File: config.mk
export PLATFORM = sky130hd
export DESIGN_NAME = vsync_gen
export DESIGN_NICKNAME = d
export VERILOG_FILES = /design/src/vsync_pkg.sv /design/src/vsync_cmp_if.sv /design/src/vsync_gen.sv /design/src/vsync_cmp.sv
export SDC_FILE = /design/constraint.sdc
export NUM_CORES = 1
export LEC_CHECK = 0
export BUFFER_PORTS_ARGS = -buffer_cell sky130_fd_sc_hd__buf_2
export CORE_MARGIN = 2
export CORE_UTILIZATION = 61
export CTS_CLUSTER_DIAMETER = 30
export DETAILED_ROUTE_END_ITERATION = 6
export GPL_TIMING_DRIVEN = 1
export PLACE_DENSITY = 0.93
export SLEW_MARGIN = 25
export SYNTH_ARGS = -nofsm -noshare
export SYNTH_HDL_FRONTEND = slang
export SYNTH_SLANG_ARGS = --single-unit
File: constraint.sdc
create_clock -name clock -period 2.85 [get_ports clock]
set_input_delay 0 -clock clock [delete_from_list [all_inputs] [get_ports clock]]
set_output_delay 0 -clock clock [all_outputs]
set_load 0.01 [all_outputs]
File: src/vsync_pkg.sv
// Function
// - field 2 start line and pixel match asserts sync
// - field 2 stop line and pixel match deasserts sync
// - field 2 start line: bits 27-16, reset zero
// - field 2 start pixel: bits 11-0, reset zero
// - field 2 stop line: bits 27-16, reset zero
// - field 2 stop pixel: bits 11-0, reset zero
// - field 1 stop pixel: bits 11-0, reset zero
// - reserved bits read zero, writes ignored
// - field 1 start line and pixel match asserts sync
// - field 1 stop match deasserts sync, line bits 27-16
package vsync_pkg;
  localparam int          POS_W          = 12;
  localparam int          LINE_LSB       = 16;
  localparam int          PIX_LSB        = 0;
  localparam logic [31:0] FIELD_MASK     = 32'h0FFF_0FFF;
  localparam logic [31:0] POS_RESET      = 32'h0000_0000;
  localparam logic [3:0]  OFS_F1_START   = 4'h0;
  localparam logic [3:0]  OFS_F1_STOP    = 4'h4;
  localparam logic [3:0]  OFS_F2_START   = 4'h8;
  localparam logic [3:0]  OFS_F2_STOP    = 4'hC;
  localparam logic [1:0]  HTRANS_NONSEQ  = 2'h2;
  localparam logic [2:0]  HSIZE_WORD     = 3'h2;
  localparam logic [1:0]  HTRANS_IDLE    = 2'h0;

  // true when the counters sit on the line and pixel of a position word
  function automatic logic pos_hit(input logic [31:0] pos,
                                   input logic [11:0] lc,
                                   input logic [11:0] pc);
    return (lc == pos[LINE_LSB +: POS_W]) && (pc == pos[PIX_LSB +: POS_W]);
  endfunction : pos_hit
endpackage : vsync_pkg

File: src/vsync_cmp_if.sv
`timescale 1ns/1ns
interface vsync_cmp_if;
  logic [31:0] start_pos;
  logic [31:0] stop_pos;
  logic [11:0] line_cnt;
  logic [11:0] pix_cnt;
  logic        hit_start;
  logic        hit_stop;
  modport cmp (input start_pos, stop_pos, line_cnt, pix_cnt, output hit_start, hit_stop);
  modport top (output start_pos, stop_pos, line_cnt, pix_cnt, input hit_start, hit_stop);
endinterface : vsync_cmp_if

File: src/vsync_gen.sv
`timescale 1ns/1ns
module vsync_gen
  import vsync_pkg::*;
(
  input  wire logic        clock,
  input  wire logic        rst_b,
  input  wire logic        pix_en,
  input  wire logic        field2,
  input  wire logic [11:0] frame_line_counter,
  input  wire logic [11:0] frame_pixel_counter,
  input  wire logic        hsel,
  input  wire logic [31:0] haddr,
  input  wire logic [1:0]  htrans,
  input  wire logic        hwrite,
  input  wire logic [2:0]  hsize,
  input  wire logic [31:0] hwdata,
  input  wire logic        hready,
  output logic      [31:0] hrdata,
  output logic             hreadyout,
  output logic             hresp,
  output logic             vsync
);
  logic [31:0] f1_start_ff, f1_stop_ff, f2_start_ff, f2_stop_ff;
  logic [31:0] nxt_f1_start, nxt_f1_stop, nxt_f2_start, nxt_f2_stop;
  logic        wr_pend_ff, nxt_wr_pend;
  logic [3:0]  wr_ofs_ff, nxt_wr_ofs;
  logic [31:0] hrdata_ff, nxt_hrdata;
  logic        vsync_ff, nxt_vsync;
  logic        hreadyout_ff, nxt_hreadyout;
  logic        hresp_ff, nxt_hresp;
  logic        take;
  vsync_cmp_if cif ();

  function automatic logic [31:0] keep_fields(input logic [31:0] v);
    return v & FIELD_MASK;
  endfunction : keep_fields

  assign take = hsel && hready && (htrans == HTRANS_NONSEQ) && (hsize == HSIZE_WORD);

  always_comb begin
    nxt_wr_pend  = take && hwrite;
    nxt_wr_ofs   = take ? haddr[3:0] : wr_ofs_ff;
    nxt_hrdata   = hrdata_ff;
    nxt_hreadyout = 1'b1;
    nxt_hresp    = 1'b0;
    nxt_f1_start = f1_start_ff;
    nxt_f1_stop  = f1_stop_ff;
    nxt_f2_start = f2_start_ff;
    nxt_f2_stop  = f2_stop_ff;
    if (wr_pend_ff) begin
      unique case (wr_ofs_ff)
        OFS_F1_START: nxt_f1_start = keep_fields(hwdata);
        OFS_F1_STOP:  nxt_f1_stop  = keep_fields(hwdata);
        OFS_F2_START: nxt_f2_start = keep_fields(hwdata);
        OFS_F2_STOP:  nxt_f2_stop  = keep_fields(hwdata);
        default: ;
      endcase
    end
    // reads see a write that is still in its data phase
    if (take && !hwrite) begin
      unique case (haddr[3:0])
        OFS_F1_START: nxt_hrdata = nxt_f1_start;
        OFS_F1_STOP:  nxt_hrdata = nxt_f1_stop;
        OFS_F2_START: nxt_hrdata = nxt_f2_start;
        OFS_F2_STOP:  nxt_hrdata = nxt_f2_stop;
        default:      nxt_hrdata = 32'h0000_0000;
      endcase
    end
  end

  always_ff @(posedge clock or negedge rst_b) begin
    if (!rst_b) begin
      f1_start_ff <= POS_RESET;
      f1_stop_ff  <= POS_RESET;
      f2_start_ff <= POS_RESET;
      f2_stop_ff  <= POS_RESET;
      wr_pend_ff  <= 1'b0;
      wr_ofs_ff   <= 4'h0;
      hrdata_ff   <= 32'h0000_0000;
      hreadyout_ff <= 1'b1;
      hresp_ff    <= 1'b0;
    end else begin
      f1_start_ff <= nxt_f1_start;
      f1_stop_ff  <= nxt_f1_stop;
      f2_start_ff <= nxt_f2_start;
      f2_stop_ff  <= nxt_f2_stop;
      wr_pend_ff  <= nxt_wr_pend;
      wr_ofs_ff   <= nxt_wr_ofs;
      hrdata_ff   <= nxt_hrdata;
      hreadyout_ff <= nxt_hreadyout;
      hresp_ff    <= nxt_hresp;
    end
  end

  assign hrdata    = hrdata_ff;
  assign hreadyout = hreadyout_ff;
  assign hresp     = hresp_ff;

  // per-field position selection
  assign cif.start_pos = field2 ? f2_start_ff : f1_start_ff;
  assign cif.stop_pos  = field2 ? f2_stop_ff : f1_stop_ff;
  assign cif.line_cnt  = frame_line_counter;
  assign cif.pix_cnt   = frame_pixel_counter;

  vsync_cmp u_cmp (
    .c (cif.cmp)
  );

  // stop wins when start and stop coincide
  always_comb begin
    nxt_vsync = vsync_ff;
    if (pix_en) begin
      if (cif.hit_stop)
        nxt_vsync = 1'b0;
      else if (cif.hit_start)
        nxt_vsync = 1'b1;
    end
  end

  always_ff @(posedge clock or negedge rst_b) begin
    if (!rst_b)
      vsync_ff <= 1'b0;
    else
      vsync_ff <= nxt_vsync;
  end

  assign vsync = vsync_ff;

  // independent position matches for the checks below
  logic f1_at_start, f1_at_stop, f2_at_start, f2_at_stop, addr_mapped;
  assign f1_at_start = frame_line_counter == f1_start_ff[LINE_LSB +: POS_W] &&
                       frame_pixel_counter == f1_start_ff[PIX_LSB +: POS_W];
  assign f1_at_stop  = frame_line_counter == f1_stop_ff[LINE_LSB +: POS_W] &&
                       frame_pixel_counter == f1_stop_ff[PIX_LSB +: POS_W];
  assign f2_at_start = frame_line_counter == f2_start_ff[LINE_LSB +: POS_W] &&
                       frame_pixel_counter == f2_start_ff[PIX_LSB +: POS_W];
  assign f2_at_stop  = frame_line_counter == f2_stop_ff[LINE_LSB +: POS_W] &&
                       frame_pixel_counter == f2_stop_ff[PIX_LSB +: POS_W];
  assign addr_mapped = haddr[3:0] inside {OFS_F1_START, OFS_F1_STOP, OFS_F2_START,
                                          OFS_F2_STOP};

  a_f2_start_sets: assert property (@(posedge clock) disable iff (!rst_b)
    pix_en && field2 && f2_at_start && !f2_at_stop
    |=> vsync)
    else $error("field 2 start did not raise sync");

  a_f2_stop_clears: assert property (@(posedge clock) disable iff (!rst_b)
    pix_en && field2 && f2_at_stop
    |=> !vsync)
    else $error("field 2 stop did not drop sync");

  a_f1_start_sets: assert property (@(posedge clock) disable iff (!rst_b)
    pix_en && !field2 && f1_at_start && !f1_at_stop
    |=> vsync)
    else $error("field 1 start did not raise sync");

  a_f1_stop_clears: assert property (@(posedge clock) disable iff (!rst_b)
    pix_en && !field2 && f1_at_stop
    |=> !vsync)
    else $error("field 1 stop did not drop sync");

  a_f2_field_gate: assert property (@(posedge clock) disable iff (!rst_b)
    pix_en && field2 && !f2_at_start && !f2_at_stop
    |=> $stable(vsync))
    else $error("sync moved in field 2 off its positions");

  a_f1_field_gate: assert property (@(posedge clock) disable iff (!rst_b)
    pix_en && !field2 && !f1_at_start && !f1_at_stop
    |=> $stable(vsync))
    else $error("sync moved in field 1 off its positions");

  a_sync_holds_idle: assert property (@(posedge clock) disable iff (!rst_b)
    !pix_en
    |=> $stable(vsync))
    else $error("sync moved without pixel enable");

  a_reserved_zero: assert property (@(posedge clock) disable iff (!rst_b)
    ((f1_start_ff | f1_stop_ff | f2_start_ff | f2_stop_ff) & ~FIELD_MASK)
    == 32'h0000_0000)
    else $error("reserved bits held nonzero");

  a_f2_start_write: assert property (@(posedge clock) disable iff (!rst_b)
    take && hwrite && haddr[3:0] == OFS_F2_START ##1 1'b1
    |=> f2_start_ff == ($past(hwdata) & FIELD_MASK))
    else $error("field 2 start write lost");

  a_f2_stop_write: assert property (@(posedge clock) disable iff (!rst_b)
    take && hwrite && haddr[3:0] == OFS_F2_STOP ##1 1'b1
    |=> f2_stop_ff == ($past(hwdata) & FIELD_MASK))
    else $error("field 2 stop write lost");

  a_f1_stop_write: assert property (@(posedge clock) disable iff (!rst_b)
    take && hwrite && haddr[3:0] == OFS_F1_STOP ##1 1'b1
    |=> f1_stop_ff[PIX_LSB +: POS_W] == $past(hwdata[PIX_LSB +: POS_W]))
    else $error("field 1 stop pixel write lost");

  a_f1_line_write: assert property (@(posedge clock) disable iff (!rst_b)
    take && hwrite && haddr[3:0] == OFS_F1_STOP ##1 1'b1
    |=> f1_stop_ff[LINE_LSB +: POS_W] == $past(hwdata[LINE_LSB +: POS_W]))
    else $error("field 1 stop line write lost");

  a_f1_start_write: assert property (@(posedge clock) disable iff (!rst_b)
    take && hwrite && haddr[3:0] == OFS_F1_START ##1 1'b1
    |=> f1_start_ff == ($past(hwdata) & FIELD_MASK))
    else $error("field 1 start write lost");

  a_read_f2_start: assert property (@(posedge clock) disable iff (!rst_b)
    take && !hwrite && !wr_pend_ff && haddr[3:0] == OFS_F2_START
    |=> hrdata == $past(f2_start_ff))
    else $error("field 2 start read wrong");

  a_read_f2_stop: assert property (@(posedge clock) disable iff (!rst_b)
    take && !hwrite && !wr_pend_ff && haddr[3:0] == OFS_F2_STOP
    |=> hrdata == $past(f2_stop_ff))
    else $error("field 2 stop read wrong");

  a_read_f1_stop: assert property (@(posedge clock) disable iff (!rst_b)
    take && !hwrite && !wr_pend_ff && haddr[3:0] == OFS_F1_STOP
    |=> hrdata == $past(f1_stop_ff))
    else $error("field 1 stop read wrong");

  a_unmapped_read: assert property (@(posedge clock) disable iff (!rst_b)
    take && !hwrite && !addr_mapped
    |=> hrdata == 32'h0000_0000)
    else $error("unmapped read not zero");
endmodule : vsync_gen

File: src/vsync_cmp.sv
`timescale 1ns/1ns
module vsync_cmp
  import vsync_pkg::*;
(
  vsync_cmp_if.cmp c
);
  always_comb begin
    c.hit_start = pos_hit(c.start_pos, c.line_cnt, c.pix_cnt);
    c.hit_stop  = pos_hit(c.stop_pos, c.line_cnt, c.pix_cnt);
  end
endmodule : vsync_cmp

---- After elaboration in Yosys (flattened, before gate mapping) ----
Index checks and enable logic that the tools add are counted.
storage, ports and cells
  register bits ........................... 166
  bits of input ports ..................... 100
  logic and storage cells ................. 45
  output and inout port bits .............. 35
operators by class
  reduce and logical (&&, ||, !) cells .... 12
  equal/unequal tests ..................... 12
  mux-type cells .......................... 13
operator list
  operator                                              count
  2-to-1 mux 32 bit                                     8
  one-hot mux 32 bit (4 select lines)                   1
  2-to-1 mux 28 bit                                     2
  equality test 12 bit                                  4
  equality test 4 bit (second input constant)           4
  equality test 4 x 3 -> 1 bit (second input constant)  2
  logical NOT 4 bit                                     2
  logical AND 1 bit                                     7
  equality test 3 x 2 -> 1 bit (second input constant)  1
  equality test 2 bit (second input constant)           1
  2-to-1 mux 1 bit                                      2
  AND reduction 2 bit                                   1
  nonzero test 2 bit                                    1
  logical NOT 1 bit                                     1

---- Depth between registers and ports, before layout ----
Gate-level depths: netlist (run 1).
  depth in word-level cells ............... 5
  depth in mapped cells ................... 8

---- Hierarchy ----
From an unflattened synthesis (run 1), not the netlist that was laid out.
unflattened totals
  cell total of the unflattened synthesis .. 938
  area total of the unflattened synthesis .. 9,474.1 µm²
modules (own cells, without submodules)
  module     cells an instance  instances  area an instance (µm²)
  vsync_gen  874                1          8,946.1
  vsync_cmp  64                 1          528.0

---- Worst setup path before layout (run 1) ----
No wires, ideal clock.
  kind .................................... flip-flop to flip-flop
  from .................................... register wr_ofs_ff[1]
  to ...................................... register hrdata_ff[17], in the netlist hrdata[17]
  path slack .............................. 0.976 ns
  path buffers ............................ 2
  setup time .............................. 0.118 ns
  cell stages (with the launch flop) ...... 9
  data arrival time ....................... 1.756 ns
  data required time ...................... 2.732 ns
  cells stage by stage .................... dfrtp_1 nor2_4 and4bb_1 buf_6 buf_6 mux2_4 a22oi_2 a21oi_1 a21o_1
between the ends
  longest elaborated chain between the ends .. 4
  elaborated cells between the ends (all ways) .. 13
  those cells by class .................... eq/ne (3); mux (9); reduce/logical (1)
RTL lines
  what                                 RTL line         RTL
  start: declaration                   vsync_gen.sv:26  logic [3:0] wr_ofs_ff, nxt_wr_ofs;
  start signal: assignment             vsync_gen.sv:88  wr_ofs_ff <= nxt_wr_ofs;
  logical NOT 4 bit                    vsync_gen.sv:51  unique case (wr_ofs_ff)
  2-to-1 mux 32 bit                    vsync_gen.sv:51
  2-to-1 mux 32 bit                    vsync_gen.sv:50  if (wr_pend_ff) begin
  via nxt_f1_start[17]                 vsync_gen.sv:24  logic [31:0] nxt_f1_start, nxt_f1_stop, nxt_f2_start, nxt_f2_stop;
  one-hot mux 32 bit (4 select lines)  vsync_gen.sv:61  unique case (haddr[3:0])
  end signal: assignment               vsync_gen.sv:89  hrdata_ff <= nxt_hrdata;
  end: declaration                     vsync_gen.sv:27  logic [31:0] hrdata_ff, nxt_hrdata;
The timed path passes the listed nets, and every way through them passes these cells.
A chain may end at the register's enable or synchronous reset.

---- Final worst setup path (run 1) ----
  from .................................... register wr_ofs_ff[1]
  to ...................................... register hrdata_ff[26], in the netlist hrdata[26]
Same word-level chain as after synthesis.

==> flow_metrics.tcl, run 1 <==
set metrics [dict create \
    path_max_fanout 13 \
    drt_drc_violations_left 0 \
    cts_tree "built" \
    synth-edff-count 0 \
    peakVddDrop_v 0.000532 \
    synthFlopType "dfrtp_1" \
    layout.filler_cells 809 \
    cp_slowest_cell "and4bb_2" \
    hpwl_um 13000 \
    drt_iter0_markers 592 \
    run_status "finished clean" \
    die-area_um2 14100 \
    share_of_the_synthesized_area_in_compound_gates_ao_oa_aoi_oai 0.124 \
    worstSetupPathType "reg -> reg" \
    post_synth_inst_count 611 \
    fmax_mhz 414 \
    cp_cell_sequence "nor2_4, and4bb_2, buf_4, mux2_4, a22oi_1, a21oi_1, a21o_1" \
    timing.critical_path.from "wr_ofs_ff[1]$_DFFE_PN0P_" \
    ys_warn_count 0 \
    totalNegativeSetupSlack_ns 0 \
    hold_viol 0 \
    dieHeight_um 119 \
    finalSetupViolations 0 \
    num_rows 41 \
    synth_top_cell_area_share 0.517 \
    post_synth_instance_area_um2 8030 \
    fin_area_um2 9670 \
    min_path_type "in -> reg" \
    simple_logic_cell_fraction_of_the_synthesized_area 0.0626 \
    routedWlPerCell_um 23.0 \
    placed_cells 856 \
    ff_latch_area_um2 4150 \
    synthToLayoutAreaGrowth_pct 20.4 \
    clock_tree.htree_level_count 4 \
    ys_seq_area_frac 0.517 \
    grt_pass1_wl_um 33800 \
    cap_viol_max_count 0 \
    ff2ff_setup_slack_ns 0.44 \
    leakage_nw 4.66 \
    synth.avg_cell_area_um2 13.1 \
    grt_start_max_net_pins 75 \
    antenna-diode-count 0 \
    worstSetupEndpoint "hrdata[26]$_DFFE_PN0P_" \
    power.density_cell_area_nw_per_um2 556 \
    postSynthRegisterBits 166 \
    die_w_um 119 \
    vias_per_cell 6.30 \
    count_of_boundary_i_o_pins 135 \
    drive_gt1_frac 0.283 \
    synth_xor_area_frac 0.0523 \
    worst-endpoint-arrival_ns 2.75 \
    synth_mux_area_frac 0.211 \
    end_kind "register" \
    post_dp_cell_area_um2 8720 \
    track_usage 0.316 \
    fp.coreArea_um2 12700 \
    grt_overflow_total 0 \
    ff2ff_path_depth 7 \
    cts-buffers-inserted 17 \
    initial_core_utilization 0.631 \
    nNetsFinal 838 \
    antenna_found_initial 0 \
    max-slew-margin-rel 0.390 \
    finalWirelength_um 21200 \
    io_buffer_count 96 \
    layoutNonFillerInstCount 922 \
    synth_top_family_by_area "multiplexers" \
    worst_ep_required_time_ns 3.18 \
    post_synth_num_cell_types 42 \
    vias_in_the_first_global_route 6325 \
    worstSkewPairLatency_ns 0.44 \
    cts_num_sinks 166 \
    async_reset_ff_frac 1.00 \
    synth_adder_area_share 0 \
    clk_slew_on_worst_s_h_paths_ns 0.06 \
    remaining_antenna_violation_count 0 \
    gp_congestion 0.860 \
    timing.critical_path.slowest_cell_delay_ns 0.67 \
    regToRegStartpoint "wr_ofs_ff[1]$_DFFE_PN0P_" \
    tightest_slew_ns 0.915 \
    multi_input_area_um2 3630 \
    final_worst_path_period_share 0.847 \
    routed-via-count 5804 \
    setup.worst_path.start_class "register" \
    regToRegEndpoint "hrdata[26]$_DFFE_PN0P_" \
    minimum_clock_period_ns 2.41 \
    clk_path_buf_depth 2 \
    fin_worst_skew_ns 0.00771 \
    synth_nets 711 \
    cts_root_buf "clkbuf_16" \
    yosys_top_cell_by_area "dfrtp_1" \
    grt_setup_unrepaired "no" \
    first_pass_iters 4 \
    netlist_top_cells_area "dfrtp_1, mux2_1, mux2i_1" \
    final_max_tran_viols 0 \
]
cells in the mapped netlist (3+ instances only):
cell      instances
dfrtp_1         166
mux2_1           66
mux2i_1          48
xor2_1           33
a21o_1           25
a21oi_1          25
a32oi_1          24
mux2_4           24
and2_1           23
a22oi_2          20
clkbuf_1         19
buf_2            17
xnor2_1          15
nand2_1          14
mux2_2           10
nor2b_1           8
a22oi_1           7
buf_6             7
nand4_1           7
a221oi_1          5
a32o_1            5
nor3_1            5
nor4_1            5
o21ai_1           5
nand3_1           3
cells in the final DEF, fill, tap and decap left out, types with 5 or more instances in the layout:
master	instances
a221oi_1	5
a22oi_1	7
xnor2_1	15
nand2_1	14
a22oi_2	20
a21oi_1	25
nand4_1	7
mux2_4	24
a32oi_1	24
mux2_1	66
mux2i_1	48
buf_4	17
xor2_1	33
buf_2	95
dlygate4sd3_1	35
a21o_1	25
clkbuf_16	17
o21ai_1	5
buf_12	5
mux2_2	10
clkinv_2	5
dfrtp_1	166
and2_1	23
a32o_1	5
nor2b_1	8
cell type report:
cell class                 instances  share of cell area
timing repair buffer             153               0.110
clock buffer                      18              0.0454
inverter                           2            0.000776
multi-input combinational        398               0.376
sequential                       166               0.430
clock inverter                    13              0.0160
tap                              172              0.0223
worst min path at each step:
stage | from | end | slack [ns] | cells past startpoint
floorplan | rst_b | f1_start_ff[0]$_DFF_PN0_ | -0.30 | 0
global placement | rst_b | f2_stop_ff[22]$_DFF_PN0_ | 0.04 | 1
detailed placement | rst_b | f1_stop_ff[22]$_DFF_PN0_ | 0.05 | 1
CTS | frame_line_counter[3] | vsync$_DFFE_PN0P_ | 0.01 | 5
global route | hready | wr_ofs_ff[2]$_DFFE_PN0P_ | 0.08 | 4
finish | frame_line_counter[3] | vsync$_DFFE_PN0P_ | 0.04 | 5
state kept, by name, indices dropped and copies added, names as in the netlist:
| register | flops |
|---|---|
| f1_start_ff | 32 |
| wr_pend_ff | 1 |
| wr_ofs_ff | 4 |
| hrdata | 32 |
| vsync | 1 |
| f2_stop_ff | 32 |
| f2_start_ff | 32 |
| f1_stop_ff | 32 |
worst max-delay path, delay by kind of cell, from the launching register on:
family,cells,cell delay (ns)
multiplexers,1,0.32
buffers and inverters,1,0.26
flip-flops,1,0.41
AO/OA/AOI/OAI,3,0.42
AND/OR/NAND/NOR,2,0.89
cells by family (layout without fill, tap and decap cells):
family	Yosys count	in the layout
multiplexers	148	148
buffers and inverters	47	186
other	2	2
XOR/XNOR	48	48
flip-flops	166	166
AND/OR/NAND/NOR	78	78
AO/OA/AOI/OAI	122	122
per-stage QoR:
| stage | setup slack, ns | total power [mW] | utilization | hold WS [ns] |
|---|---|---|---|---|
| floorplan | 0.976 | 2.81 | - | -0.296 |
| global placement | 0.507 | 3.00 | 0.686 | 0.0447 |
| detailed placement | 0.455 | 3.03 | 0.686 | 0.0533 |
| CTS | 0.440 | 5.37 | 0.760 | 0.0133 |
| global route | 0.299 | 5.54 | 0.760 | 0.0819 |
| finish | 0.437 | 5.38 | 0.760 | 0.0407 |
timing repair:
| item | CTS | global route |
|---|---|---|
| setup buffers | 0 | 0 |
| hold buffers | 35 | 0 |
| endpoints found under the hold margin | 176 | 0 |
| gates resized for setup | 0 | 0 |
power by group:
part           switching [mW]  internal [mW]
Clock                   0.942           1.39
Combinational           0.304          0.244
Sequential             0.0565           2.44
Total                    1.30           4.07
per-layer routing:
metal  global-route usage  share of wire  vias to the layer above
met4                0.150          0.027                        0
li1                     -              -                     2496
met2                0.518           0.50                      292
met3               0.0806          0.075                       53
met1                0.393           0.40                     2963
met5                    0              0                        -
(Power assumes the default switching activity.)
==> run 2: changes to the inputs <==
- CORE_UTILIZATION: 61 -> 51
- PLACE_DENSITY: 0.93 -> 0.83
- clock period: 2.85 -> 2.2 ns (I/O delays scaled with it)
==> flow_metrics.tcl, run 2 (synthesis gave the netlist of run 1 again) <==
set metrics [dict create \
    tightest_slew_ns 0.661 \
    worst_ep_required_time_ns 2.50 \
    grt_setup_unrepaired "no" \
    vias_in_the_first_global_route 6246 \
    layout.cells.most_common_list "dfrtp_1, buf_2, mux2_1, mux2i_1, dlygate4sd3_1" \
    drt_drc_violations_left 0 \
    report.power.total_mw 6.80 \
    cts_num_sinks 166 \
    die-area_um2 16800 \
    hold_viol 0 \
    count_of_boundary_i_o_pins 135 \
    cts-buffers-inserted 17 \
    track_usage 0.260 \
    grt_start_max_net_pins 73 \
    multi_input_area_um2 3650 \
    peakVddDrop_v 0.000644 \
    synthToLayoutAreaGrowth_pct 21.6 \
    first_pass_iters 5 \
    minimum_clock_period_ns 2.08 \
    worstSkewPairLatency_ns 0.42 \
    gp_congestion 0.819 \
    final_max_tran_viols 0 \
    finalSetupViolations 0 \
    antenna-diode-count 0 \
    worst_hold_slack_ns 0.0540 \
    initial_core_utilization 0.524 \
    power.density_cell_area_nw_per_um2 696 \
    io_buffer_count 96 \
    final_worst_path_period_share 0.944 \
    worst-endpoint-arrival_ns 2.38 \
    die_w_um 129 \
    drt_iter0_markers 532 \
    layout.filler_cells 1151 \
    fmax_mhz 482 \
    clk_slew_on_worst_s_h_paths_ns 0.06 \
    totalNegativeSetupSlack_ns 0 \
    dieHeight_um 129 \
    routed-via-count 5683 \
    antenna_found_initial 0 \
    hpwl_um 13000 \
    cts_root_buf "clkbuf_16" \
    end_kind "register" \
    worstSetupPathType "reg -> reg" \
    drive_gt1_frac 0.282 \
    leakage_nw 4.68 \
    nNetsFinal 839 \
    mostFrequentLayoutCell "dfrtp_1" \
    max-slew-margin-rel 0.559 \
    num_rows 45 \
    clock_tree.htree_level_count 4 \
    setup.worst_path.start_class "register" \
    remaining_antenna_violation_count 0 \
    fin_worst_skew_ns 0.0114 \
    grt_pass1_wl_um 33100 \
    routedWlPerCell_um 21.6 \
    finalWirelength_um 20800 \
    path_max_fanout 32 \
    fp.coreArea_um2 15300 \
    ff_latch_area_um2 4150 \
    grt_overflow_total 0 \
    cts_tree "built" \
    cap_viol_max_count 0 \
    clk_path_buf_depth 2 \
    run_status "finished clean" \
    min_path_type "in -> reg" \
    vias_per_cell 5.91 \
]
==> run 2: layer usage <==
layer  part of all wire  routed length (um)  GRT usage  vias to the layer above
li1                   -                   -          -                     2499
met1               0.42                8660      0.336                     2909
met2               0.50               10300      0.440                      228
met3              0.062                1280     0.0541                       47
met4              0.025                 511     0.0904                        0
met5                  0                   0          0                        -
==> run 2: worst max-delay path, stage by stage, from the launching register on <==
cell and delay (ns):
dfrtp_1 0.41, nor2_4 0.15, buf_4 0.16, nand4b_4 0.12, buf_12 0.20, mux2_1 0.38, a32oi_2 0.22, a21oi_1 0.11
a21o_1 0.18
==> run 2: power by group <==
group          switching, mW  total (mW)  internal [mW]
sequential            0.0708        3.23           3.16
combinational          0.389       0.716          0.328
clock                   1.16        2.85           1.69
==> run 2: worst paths after layout <==
| path | cells after the start | from | slack, ns | end |
|---|---|---|---|---|
| worst max register to register | 8 | wr_ofs_ff[1]$_DFFE_PN0P_ | 0.12 | hrdata[8]$_DFFE_PN0P_ |
| min in group asynchronous | 2 | rst_b | 0.18 | hrdata[21]$_DFFE_PN0P_ |
| worst max-delay path | 8 | wr_ofs_ff[1]$_DFFE_PN0P_ | 0.12 | hrdata[8]$_DFFE_PN0P_ |
| worst min register to register | 2 | f1_stop_ff[12]$_DFF_PN0_ | 0.47 | f1_stop_ff[12]$_DFF_PN0_ |
| max in group asynchronous | 3 | rst_b | 1.23 | f2_stop_ff[25]$_DFF_PN0_ |
| worst min-delay path | 5 | frame_line_counter[0] | 0.05 | vsync$_DFFE_PN0P_ |
==> run 2: per-stage QoR <==
step                setup WS [ns]  std cells  utilization  instance area (um^2)
finish                      0.124        962        0.638                  9770
global route               0.0332        962        0.638                  9770
CTS                         0.123        962        0.637                  9750
detailed placement          0.160        895        0.576                  8820
global placement            0.243        895        0.576                  8820
floorplan                   0.326        611            -                  8030
==> run 2: area by class of cell <==
| class | instances | share of cell area |
|---|---|---|
| sequential | 166 | 0.425 |
| multi-input combinational | 398 | 0.373 |
| timing repair buffer | 154 | 0.115 |
| clock buffer | 23 | 0.0510 |
| tap | 211 | 0.0270 |
| clock inverter | 8 | 0.00743 |
| inverter | 2 | 0.000769 |
==> run 2: what timing repair did <==
action,in CTS,in global routing
setup buffers,0,0
hold buffers,36,0
endpoints found under the hold margin,171,0
gates resized for setup,0,2
setup endpoints to repair,0,2
==> run 3: changes to the inputs <==
- BUFFER_PORTS_ARGS: -buffer_cell sky130_fd_sc_hd__buf_2 -> unset
- CORE_UTILIZATION: 51 -> 57
- DONT_BUFFER_PORTS: unset -> 1
- PLACE_DENSITY: 0.83 -> 0.82
==> flow_metrics.tcl, run 3 (synthesis gave the netlist of run 1 again) <==
set metrics [dict create \
    fmax_mhz 476 \
    clk_slew_on_worst_s_h_paths_ns 0.07 \
    finalSetupViolations 0 \
    worstSkewPairLatency_ns 0.43 \
    remaining_antenna_violation_count 0 \
    antenna-diode-count 0 \
    max-slew-margin-rel 0.612 \
    tightest_slew_ns 0.582 \
    nNetsFinal 748 \
    cts_num_sinks 166 \
    fp.coreArea_um2 13800 \
    post_dp_cell_area_um2 8160 \
    die_w_um 123 \
    worst-endpoint-arrival_ns 2.43 \
    leakage_nw 4.22 \
    clk_path_buf_depth 2 \
    failed_checks "negative hold slack" \
    grt_pass1_wl_um 32200 \
    grt_overflow_total 0 \
    cts-buffers-inserted 17 \
    worst_ep_required_time_ns 2.53 \
    dieHeight_um 123 \
    power.density_cell_area_nw_per_um2 733 \
    drive_gt1_frac 0.166 \
    cts.hold.buffers_added 49 \
    cts_root_buf "clkbuf_16" \
    final_max_tran_viols 0 \
    end_kind "register" \
    hold_viol 166 \
    mostFrequentLayoutCell "dfrtp_1" \
    setup.worst_path.start_class "register" \
    fin_worst_skew_ns 0.00552 \
    totalNegativeSetupSlack_ns 0 \
    vias_per_cell 6.32 \
    layout.cells.most_common_list "dfrtp_1, mux2_1, mux2i_1, dlygate4sd3_1, xor2_1" \
    hpwl_um 12000 \
    count_of_boundary_i_o_pins 135 \
    final_worst_path_period_share 0.954 \
    gp_congestion 0.811 \
    grt_start_max_net_pins 167 \
    io_buffer_count 0 \
    cap_viol_max_count 0 \
    drt_drc_violations_left 0 \
    antenna_found_initial 1 \
    minimum_clock_period_ns 2.10 \
    peakVddDrop_v 0.000515 \
    worstSetupPathType "reg -> reg" \
    grt_setup_unrepaired "no" \
    num_rows 43 \
    min_path_type "in -> async" \
    drt_iter0_markers 477 \
    first_pass_iters 5 \
    layout.filler_cells 949 \
    finalWirelength_um 20400 \
    routed-via-count 5319 \
    track_usage 0.291 \
    initial_core_utilization 0.581 \
    post-cts-setup-buffers 0 \
    clock_tree.htree_level_count 4 \
    cts_tree "built" \
    run_status "complete, but fails checks" \
    fin_area_um2 9260 \
    worst_hold_slack_ns -0.738 \
    synthToLayoutAreaGrowth_pct 15.3 \
    vias_in_the_first_global_route 5872 \
    path_max_fanout 22 \
    routedWlPerCell_um 24.3 \
    die-area_um2 15100 \
]
-- run 3: changes by cell type in the layout (fill, tap and decap cells not counted), sizes merged --
cell	before	now
clkbuf	23	19
buf	118	15
dlygate4sd3	36	48
bufinv	1	2
inv	2	7
clkinv	4	3
-- run 3: worst max-delay path, stage by stage, from the launching register on --
cell and delay [ns]:
dfrtp_1 0.41, nor2_4 0.23, and4bb_2 0.31, buf_12 0.23
mux2_4 0.33, a22oi_2 0.14, a21oi_1 0.14, a21o_1 0.20
-- run 3: repair_timing --
action	CTS	global route
endpoints found under the setup margin	0	1
hold endpoints to repair	299	166
gates resized for setup	0	1
-- run 3: layer usage --
layer  vias to the layer above  GRT usage  wire (um)
met5                         -          0         13
met4                         2      0.101        439
met3                        40     0.0929       1450
met2                       198      0.473      10100
met1                      2757      0.368       8400
li1                       2322          -          -
-- run 3: area by class of cell --
class | instances | area, um^2 | area share
flip-flops and latches | 166 | 4150 | 0.449
multi-input cells | 398 | 3640 | 0.393
repair buffers | 63 | 643 | 0.0695
clock buffers | 19 | 443 | 0.0478
well taps | 180 | 225 | 0.0243
clock inverters | 13 | 145 | 0.0157
inverters | 2 | 7.51 | 0.000811
-- run 3: path summary, 6_finish.rpt --
| kind | startpoint | end | slack (ns) | cells past startpoint |
|---|---|---|---|---|
| min in group clock | frame_line_counter[2] | vsync$_DFFE_PN0P_ | 0.01 | 4 |
| max in group asynchronous | rst_b | f1_start_ff[24]$_DFF_PN0_ | 2.64 | 0 |
| worst min-delay path | rst_b | hrdata[22]$_DFFE_PN0P_ | -0.74 | 0 |
| worst min register to register | f1_stop_ff[12]$_DFF_PN0_ | f1_stop_ff[12]$_DFF_PN0_ | 0.46 | 2 |
| worst max-delay path | wr_ofs_ff[1]$_DFFE_PN0P_ | hrdata[6]$_DFFE_PN0P_ | 0.10 | 7 |
| worst max register to register | wr_ofs_ff[1]$_DFFE_PN0P_ | hrdata[6]$_DFFE_PN0P_ | 0.10 | 7 |
-- run 3: where the power goes --
group          total, mW  internal, mW  switching, mW  leakage, nW
clock               2.99          1.72           1.28        0.281
combinational      0.554         0.287          0.267         1.78
sequential          3.24          3.16         0.0736         2.16
-- run 3: metrics by stage --
stage | worst slack (ns) | total power [mW] | instances | util | hold slack, ns
6_report | 0.100 | 6.78 | 841 | 0.670 | -0.738
4_1_cts | 0.107 | 6.79 | 841 | 0.669 | -0.752
3_3_place_gp | 0.168 | 3.69 | 760 | 0.590 | -0.289
2_1_floorplan | 0.326 | 3.64 | 611 | - | -0.296
5_1_grt | 0.0148 | 7.00 | 841 | 0.670 | -0.765
3_5_place_dp | 0.132 | 3.71 | 760 | 0.590 | -0.291
